## src/timer_defines.svh

```systemverilog
// constants for the dual timer/counter block
`ifndef TIMER_DEFINES_SVH
`define TIMER_DEFINES_SVH

// ==========================================
// register indexes (byte address = index * 4)
`define RUN_FLAGS_IDX 10'h088
`define MODE_REG_IDX 10'h089
`define LOW_A_IDX 10'h08a
`define LOW_B_IDX 10'h08b
`define HIGH_A_IDX 10'h08c
`define HIGH_B_IDX 10'h08d
`define TOGGLE_CTRL_IDX 10'h091
`define PRESCALE_IDX 10'h092

// ==========================================
// run/flag register fields
`define OVF_FLAG_B_BIT 7
`define RUN_BIT_B_BIT 6
`define OVF_FLAG_A_BIT 5
`define RUN_BIT_A_BIT 4
`define EDGE_FLAG_B_BIT 3
`define TRIG_TYPE_B_BIT 2
`define EDGE_FLAG_A_BIT 1
`define TRIG_TYPE_A_BIT 0

// ==========================================
// mode register fields
`define GATE_B_BIT 7
`define CNT_SEL_B_BIT 6
`define MODE_B_LSB 4
`define GATE_A_BIT 3
`define CNT_SEL_A_BIT 2
`define MODE_A_LSB 0

// ==========================================
// toggle control fields (held in bits 7..5)
`define TOGGLE_EN_B_BIT 7
`define TOGGLE_EN_A_BIT 6
`define SPI_EN_BIT 5

// ==========================================
// reset values
`define RUN_FLAGS_RST 8'h00
`define MODE_REG_RST 8'h00
`define TOGGLE_CTRL_RST 3'h0
`define PRESCALE_RST 4'h0

`endif

```

## src/timer_pkg.sv

```systemverilog
// types shared by the dual timer/counter block
package timer_pkg;

	// ==========================================
	// operating modes, in mode-bit order
	typedef enum logic [1:0] {
		MODE_13BIT,
		MODE_16BIT,
		MODE_RELOAD8,
		MODE_SPLIT
	} mode_t;

	// ==========================================
	// prescaler state
	typedef struct packed {
		logic [3:0] count;
		logic tick;
	} prescale_state_t;

	// ==========================================
	// timer block state; index 0 is timer a, 1 is timer b
	typedef struct packed {
		logic [7:0] runFlags;
		logic [7:0] modeReg;
		logic [7:0] lowA;
		logic [7:0] lowB;
		logic [7:0] highA;
		logic [7:0] highB;
		logic [2:0] toggleCtrl;
		logic [3:0] prescale;
		logic [1:0] pinMeta;
		logic [1:0] pinSync;
		logic [1:0] pinSample;
		logic [1:0] irqMeta;
		logic [1:0] irqSync;
		logic [1:0] irqPrev;
		logic [1:0] toggleOut;
		logic [1:0] ovfPulse;
		logic [7:0] rdData;
	} timer_state_t;

endpackage

```

## src/dual_timer_counter.sv

```systemverilog
// two timer/counters with four modes, apb register access
//
// Functional notes
// - mode 0: 8-bit high over low five bits
// - mode 0 rollover sets overflow flag
// - count only when run and (no gate or pin high)
// - setting run bit keeps count values
// - counter select: mode bit 6 b, 2 a
// - mode 1: 16-bit count, flag on wrap
// - mode 2: low reloads from high on overflow
// - timer b in mode 3 holds count
// - split mode: low a uses a's controls
// - split: high a counts ticks, b run/flag
// - split: b still counts, pulse, no flag
// - overflow flags set by hw, vector clears
// - run bits switch timers on and off
// - edge flags set on edge, ack clears
// - type bit: falling edge or low level
// - run/flag register resets to zero
// - toggle enable inverts count pin on overflow
// - spi enable bit held for serial unit
// - counter counts sampled high-then-low transitions
// - counting paced by shared prescaler tick
// - select clear counts ticks, set counts pin
// - mode bits: 13, 16, reload, split
//
// Design decision made here: the APB register port.
`include "timer_defines.svh"

module dual_timer_counter import timer_pkg::*; (
	// clock and reset
	input wire logic clk,
	input wire logic srst,
	// apb slave
	input wire logic psel,
	input wire logic penable,
	input wire logic pwrite,
	input wire logic [11:0] paddr,
	input wire logic [31:0] pwdata,
	input wire logic [3:0] pstrb,
	output logic [31:0] prdata,
	output logic pready,
	output logic pslverr,
	// count pins, index 0 timer a, 1 timer b
	input wire logic [1:0] countPinIn,
	output logic [1:0] countPinOut,
	output logic [1:0] countPinOe,
	// external interrupt pins
	input wire logic [1:0] extIrqPin,
	// core vector acknowledges
	input wire logic [1:0] vecAckOvf,
	input wire logic [1:0] vecAckEdge,
	// to core and serial unit
	output logic [1:0] overflowFlag,
	output logic [1:0] extIrqReq,
	output logic [1:0] ovfPulse,
	output logic serialSpiEnable
);

	timer_state_t s_q;
	timer_state_t s_d;
	logic tick;
	logic [9:0] idx;
	logic wrAny;
	logic [1:0] pinFall;
	logic enA;
	logic enB;
	logic pulseA;
	logic pulseB;
	mode_t modeA;
	mode_t modeB;
	logic [16:0] stepA;
	logic [16:0] stepB;
	logic [16:0] stepHi;
	logic ovfA;
	logic ovfB;
	logic ovfHi;
	logic [1:0] setOvf;

	// ==========================================
	// helpers
	function automatic logic [16:0] stepCount(input mode_t m, input logic [7:0] lo, input logic [7:0] hi);
		logic [13:0] s13;
		logic [16:0] s16;
		logic [8:0] s8;
		s13 = {1'b0, hi, lo[4:0]} + 14'h0001;
		s16 = {1'b0, hi, lo} + 17'h00001;
		s8 = {1'b0, lo} + 9'h001;
		unique case (m)
			MODE_13BIT: stepCount = {s13[13], s13[12:5], lo[7:5], s13[4:0]};
			MODE_16BIT: stepCount = s16;
			MODE_RELOAD8: stepCount = {s8[8], hi, s8[8] ? hi : s8[7:0]};
			MODE_SPLIT: stepCount = {s8[8], hi, s8[7:0]};
		endcase
	endfunction

	function automatic logic isMapped(input logic [9:0] i);
		isMapped = (i == `RUN_FLAGS_IDX) || (i == `MODE_REG_IDX) || (i == `LOW_A_IDX) ||
			(i == `LOW_B_IDX) || (i == `HIGH_A_IDX) || (i == `HIGH_B_IDX) ||
			(i == `TOGGLE_CTRL_IDX) || (i == `PRESCALE_IDX);
	endfunction

	// ==========================================
	// shared rate tick
	timer_prescaler u_prescaler (
		.clk(clk),
		.srst(srst),
		.sharedPrescaleValue(s_q.prescale),
		.tick(tick)
	);

	// ==========================================
	// apb decode, zero wait states
	assign idx = paddr[11:2];
	assign wrAny = psel & penable & pwrite & pstrb[0] & isMapped(idx);
	assign pready = 1'b1;
	assign pslverr = psel & penable & ~isMapped(idx);
	assign prdata = {24'h000000, s_q.rdData};

	// ==========================================
	// count sources and enables
	assign modeA = mode_t'(s_q.modeReg[`MODE_A_LSB +: 2]);
	assign modeB = mode_t'(s_q.modeReg[`MODE_B_LSB +: 2]);
	assign pinFall = tick ? (s_q.pinSample & ~s_q.pinSync) : 2'b00;
	assign pulseA = s_q.modeReg[`CNT_SEL_A_BIT] ? pinFall[0] : tick;
	assign pulseB = s_q.modeReg[`CNT_SEL_B_BIT] ? pinFall[1] : tick;
	assign enA = s_q.runFlags[`RUN_BIT_A_BIT] & (~s_q.modeReg[`GATE_A_BIT] | s_q.irqSync[0]);
	assign enB = s_q.runFlags[`RUN_BIT_B_BIT] & (~s_q.modeReg[`GATE_B_BIT] | s_q.irqSync[1]);
	assign stepA = stepCount(modeA, s_q.lowA, s_q.highA);
	assign stepB = stepCount(modeB, s_q.lowB, s_q.highB);
	assign stepHi = stepCount(MODE_SPLIT, s_q.highA, 8'h00);

	// overflow events
	assign ovfA = enA & pulseA & stepA[16];
	assign ovfB = enB & pulseB & (modeB != MODE_SPLIT) & stepB[16];
	// carry of the high byte stepped as a plain 8-bit counter
	assign ovfHi = (modeA == MODE_SPLIT) & s_q.runFlags[`RUN_BIT_B_BIT] & tick & stepHi[16];
	assign setOvf[0] = ovfA;
	assign setOvf[1] = (modeA == MODE_SPLIT) ? ovfHi : ovfB;

	// ==========================================
	// next state
	always_comb begin
		s_d = s_q;
		s_d.ovfPulse = {ovfB, ovfA};
		// pin synchronisers and tick-paced sampling
		s_d.pinMeta = countPinIn;
		s_d.pinSync = s_q.pinMeta;
		s_d.irqMeta = extIrqPin;
		s_d.irqSync = s_q.irqMeta;
		s_d.irqPrev = s_q.irqSync;
		if (tick) begin
			s_d.pinSample = s_q.pinSync;
		end
		// timer a
		if (enA && pulseA) begin
			s_d.lowA = stepA[7:0];
			if (modeA != MODE_SPLIT) begin
				s_d.highA = stepA[15:8];
			end
		end
		// split mode high byte
		if ((modeA == MODE_SPLIT) && s_q.runFlags[`RUN_BIT_B_BIT] && tick) begin
			s_d.highA = stepHi[7:0];
		end
		// timer b, frozen in its own mode 3
		if (enB && pulseB && (modeB != MODE_SPLIT)) begin
			s_d.lowB = stepB[7:0];
			s_d.highB = stepB[15:8];
		end
		// pin toggle on overflow
		if (ovfA && s_q.toggleCtrl[1]) begin
			s_d.toggleOut[0] = ~s_q.toggleOut[0];
		end
		if (ovfB && s_q.toggleCtrl[2]) begin
			s_d.toggleOut[1] = ~s_q.toggleOut[1];
		end
		// software writes; counters keep value on run set
		if (wrAny) begin
			case (idx)
				`RUN_FLAGS_IDX: s_d.runFlags = pwdata[7:0];
				`MODE_REG_IDX: s_d.modeReg = pwdata[7:0];
				`LOW_A_IDX: s_d.lowA = pwdata[7:0];
				`LOW_B_IDX: s_d.lowB = pwdata[7:0];
				`HIGH_A_IDX: s_d.highA = pwdata[7:0];
				`HIGH_B_IDX: s_d.highB = pwdata[7:0];
				`TOGGLE_CTRL_IDX: s_d.toggleCtrl = pwdata[7:5];
				`PRESCALE_IDX: s_d.prescale = pwdata[3:0];
				default: ;
			endcase
		end
		// vector acknowledges clear flags
		if (vecAckOvf[0]) begin
			s_d.runFlags[`OVF_FLAG_A_BIT] = 1'b0;
		end
		if (vecAckOvf[1]) begin
			s_d.runFlags[`OVF_FLAG_B_BIT] = 1'b0;
		end
		if (vecAckEdge[0]) begin
			s_d.runFlags[`EDGE_FLAG_A_BIT] = 1'b0;
		end
		if (vecAckEdge[1]) begin
			s_d.runFlags[`EDGE_FLAG_B_BIT] = 1'b0;
		end
		// hardware sets win over any clear
		if (setOvf[0]) begin
			s_d.runFlags[`OVF_FLAG_A_BIT] = 1'b1;
		end
		if (setOvf[1]) begin
			s_d.runFlags[`OVF_FLAG_B_BIT] = 1'b1;
		end
		if (s_q.runFlags[`TRIG_TYPE_A_BIT] && s_q.irqPrev[0] && !s_q.irqSync[0]) begin
			s_d.runFlags[`EDGE_FLAG_A_BIT] = 1'b1;
		end
		if (s_q.runFlags[`TRIG_TYPE_B_BIT] && s_q.irqPrev[1] && !s_q.irqSync[1]) begin
			s_d.runFlags[`EDGE_FLAG_B_BIT] = 1'b1;
		end
		// read data captured in setup phase
		if (psel && !penable) begin
			case (idx)
				`RUN_FLAGS_IDX: s_d.rdData = s_q.runFlags;
				`MODE_REG_IDX: s_d.rdData = s_q.modeReg;
				`LOW_A_IDX: s_d.rdData = s_q.lowA;
				`LOW_B_IDX: s_d.rdData = s_q.lowB;
				`HIGH_A_IDX: s_d.rdData = s_q.highA;
				`HIGH_B_IDX: s_d.rdData = s_q.highB;
				`TOGGLE_CTRL_IDX: s_d.rdData = {s_q.toggleCtrl, 5'h00};
				`PRESCALE_IDX: s_d.rdData = {4'h0, s_q.prescale};
				default: s_d.rdData = 8'h00;
			endcase
		end
	end

	// state register
	always_ff @(posedge clk) begin
		if (srst) begin
			s_q <= '0;
			s_q.runFlags <= `RUN_FLAGS_RST;
			s_q.modeReg <= `MODE_REG_RST;
			s_q.toggleCtrl <= `TOGGLE_CTRL_RST;
			s_q.prescale <= `PRESCALE_RST;
		end else begin
			s_q <= s_d;
		end
	end

	// ==========================================
	// outputs
	assign countPinOut = s_q.toggleOut;
	assign countPinOe = s_q.toggleCtrl[2:1];
	assign overflowFlag = {s_q.runFlags[`OVF_FLAG_B_BIT], s_q.runFlags[`OVF_FLAG_A_BIT]};
	assign ovfPulse = s_q.ovfPulse;
	assign serialSpiEnable = s_q.toggleCtrl[0];
	// level mode requests while pin low
	assign extIrqReq[0] = s_q.runFlags[`TRIG_TYPE_A_BIT] ? s_q.runFlags[`EDGE_FLAG_A_BIT] : ~s_q.irqSync[0];
	assign extIrqReq[1] = s_q.runFlags[`TRIG_TYPE_B_BIT] ? s_q.runFlags[`EDGE_FLAG_B_BIT] : ~s_q.irqSync[1];
endmodule // dual_timer_counter

```

## src/timer_prescaler.sv

```systemverilog
// shared count-rate prescaler, one tick every (value + 1) clocks
module timer_prescaler import timer_pkg::*; (
	// clock and reset
	input wire logic clk,
	input wire logic srst,
	// divide value
	input wire logic [3:0] sharedPrescaleValue,
	// rate tick
	output logic tick
);

	prescale_state_t s_q;
	prescale_state_t s_d;

	// ==========================================
	// divider
	always_comb begin
		s_d = s_q;
		if (s_q.count >= sharedPrescaleValue) begin
			s_d.count = 4'h0;
			s_d.tick = 1'b1;
		end else begin
			s_d.count = s_q.count + 4'h1;
			s_d.tick = 1'b0;
		end
	end

	// state register
	always_ff @(posedge clk) begin
		if (srst) begin
			s_q <= '0;
		end else begin
			s_q <= s_d;
		end
	end

	assign tick = s_q.tick;

endmodule // timer_prescaler
```

## config.mk

```make
export PLATFORM = sky130hd
export DESIGN_NAME = dual_timer_counter
export DESIGN_NICKNAME = d
export VERILOG_FILES = /design/src/timer_pkg.sv /design/src/dual_timer_counter.sv /design/src/timer_prescaler.sv
export VERILOG_INCLUDE_DIRS = /design/src
export SDC_FILE = /design/constraint.sdc
export NUM_CORES = 1
export LEC_CHECK = 0
export ABC_AREA = 1
export BUFFER_PORTS_ARGS = -buffer_cell sky130_fd_sc_hd__buf_2
export CAP_MARGIN = 5
export CORE_ASPECT_RATIO = 1.1
export CORE_MARGIN = 5
export CORE_UTILIZATION = 40
export DETAILED_ROUTE_END_ITERATION = 6
export RECOVER_POWER = 100
export SYNTH_ARGS = -nofsm -noshare
export SYNTH_HDL_FRONTEND = slang
export SYNTH_SLANG_ARGS = --single-unit
```

## constraint.sdc

```tcl
create_clock -name clk -period 2.7 [get_ports clk]
set_input_delay 0.135 -clock clk [delete_from_list [all_inputs] [get_ports clk]]
set_output_delay 0.135 -clock clk [all_outputs]
set_load 0.02 [all_outputs]
```

==> run metrics <==
Final setup viols=0; initial core utilization=40.3%; most common cell after layout, fill and taps aside=nand2_1; Critical Path RT=about 3.0 ns; Mapped Cells=913; first-pass GRT wire length=27300 um; max capacitance violation total=0; # diodes=0; Power Dens Cells=448 nW/um^2; cts bufs inserted=9; Worst Setup Start Kind=input pin; Setup TNS=0 ns; Cell Chain, Critical Path=clkbuf_1, nor2_4, nand3_1, nor2_1, nor2_1, nand3_1, nand2_4, clkinvlp_2, nand2_2, nand2_1, nand2_1, nor2_1; fin area=slightly above 6000 um^2; GRT overflow=0; Synth Flop Type=dfxtp_1; most used cell, CP=nor2_1; Max Slew Vio Count=0; post-synthesis sequential area ratio=a little under a third; DRT iter0 DRCs=between 500 and 600; Rel. slew slack=slightly below 4%; Hold Path Class=in -> reg; Core Util, Final=44.3%; FFs w/ async S/R, synth=0%; Post-Layout Cell Count=1146; P&R area growth vs syn=10.1%; Synth cell types=40; CP Capture Type=register; Final Cycle Share=a little over four fifths; number of port buffers=51; clk root buf=clkbuf_16; Placed Cells incl. Taps=between 1000 and 1500; CTS tree=built; slowest CP cell=nand3_1; Worst-Skew Late Latency=0.35 ns; overall routing resource usage=21.6%; via count=5679; r2r setup slk=0.57 ns; WP data arrival=2.56 ns; critical path class=in -> reg; Clock Path Buffers=2; CTS clock-pin slew for the worst setup and hold paths=0.07 ns; nets=around 1000; routability cong.=0.951; layout cells sized above 1=under 10%; static leakage=2.65 nW; Post-route DRC=0; DR WL/cell=15.1 um; H-Tree Depth=3; maximum clock frequency=~0.44 GHz; Max VDD drop=0.000385 V; Top-Level Pins=106; RSZ-0062 raised after global routing=no; core area=roughly 14000 um^2; worst-margin pin slew=1.44 ns; synthesized area=5510 um^2; hold_ws=0.0762 ns; CP max stage delay=0.42 ns; EDFF count, synth=0; Final min period=roughly 2.3 ns; flops & latches, synth=84; vias in the first global route=5134; initial antenna violation count=0; DRT Wirelength=17300 um; Top Family by Delay on Critical Path=simple AND/OR/NAND/NOR gates; DRT antenna net count=0; HPWL Detailed=13200 um; placed instance area=5760 um^2; Core Rows=45; status=finished clean; Final Hold Vio Count=0; Via density=4.96; most frequent cells in the layout=nand2_1 (242), nor2_1 (153), inv_1 (124), dfxtp_1 (84), o21ai_0 (65); Die W=around 120 um; largest net degree at the start of global routing=46; synth warn=0; Sink Count=84; TritonRoute pass-1 iters=5; setup bufs post-CTS=0; CP max FO=17; die height=about 130 um; clk_skew=0.00622 ns; Die ar.=roughly 16000 um^2; Mean Syn Cell Area=6.03 um^2; WP buf/inv=2
[sequential cells by signal (all words and copies together) (netlist names), 2 cells and up]
| register | cells |
|---|---|
| ovfPulse | 2 |
| u_prescaler.s_q | 4 |
| countPinOut | 2 |
| prdata | 8 |
| overflowFlag | 2 |
| modeA | 2 |
| s_q | 52 |
| s_d | 6 |
| modeB | 2 |
| countPinOe | 2 |
[metrics by stage]
stage	setup slack (ns)	total power, W
after global placement	0.553	0.00144
after CTS	0.578	0.00274
after detailed placement	0.535	0.00144
final	0.427	0.00272
after global routing	0.213	0.00281
after floorplan	1.05	0.00140
[worst register-to-register path: stages, from the launching register on]
cell	delay, ns
dfxtp_1	0.46
nand2_1	0.12
nor2_1	0.12
nand3_1	0.24
inv_1	0.35
nand2_1	0.21
nand2_1	0.16
nand3_1	0.10
xnor2_1	0.14
nor2_1	0.09
nor2_1	0.04
[per-layer routing]
metal	part of all wire [%]	vias up	global-route usage, %
met4	4.0	0	10.1
li1	-	2889	-
met5	0	-	0
met1	45	2548	29.1
met3	6.1	42	4.06
met2	45	200	33.3
[power breakdown]
group | switching (W) | internal (W)
Sequential | 0.00000374 | 0.00125
Clock | 0.000564 | 0.000733
Combinational | 0.000129 | 0.0000409
Total | 0.000697 | 0.00202
[path summary, 6_finish.rpt]
kind              depth (start not counted)                            to                         from
setup / recovery                         12         modeB[1]$_SDFFE_PP0P_                    paddr[11]
hold / removal                            4  overflowFlag[0]$_SDFFE_PP0P_                 vecAckOvf[0]
setup reg to reg                         10            s_q[36]$_SDFF_PP0_  u_prescaler.tick$_SDFF_PP0_
hold reg to reg                           2            s_d[12]$_SDFF_PP0_           s_d[14]$_SDFF_PP0_
[area by class of cell]
type,instances,area [um^2]
repair buffers,64,337
clock buffers,9,225
clock inverters,7,81.3
multi-input cells,667,3030
flip-flops and latches,84,1680
inverters,127,478
fillers,1519,7620
well taps,188,235
[cells in the mapped netlist, drive strengths merged (3+ instances only)]
cell type	n	area share (%)
a21oi	46	4.2
buf	52	6.7
clkbuf	6	0.41
dfxtp	84	31
ha	8	1.8
inv	125	8.5
nand2	245	17
nand3	48	4.6
nand4	25	2.8
nor2	160	12
nor3	13	1.3
o211ai	4	0.55
o21ai	65	5.9
xnor2	3	0.48
xor2	9	1.4
[what timing repair did]
item / CTS / global route
hold buffers: 4 / 0
resized for setup: 0 / 0
hold endpoints to repair: 4 / 0
[cells by family (layout without fill, tap and decap cells)]
logic type / count (synthesis) / after routing / share of synthesized area (%)
flops: 84 / 84 / 30.5
xor+xnor: 12 / 12 / 1.91
fa+ha+maj: 8 / 8 / 1.82
buf+inv: 185 / 207 / 15.8
simple gates: 497 / 497 / 37.9
other cells: 2 / 25 / 0.136
compound gates: 125 / 125 / 11.9
(Power assumes the default switching activity.)
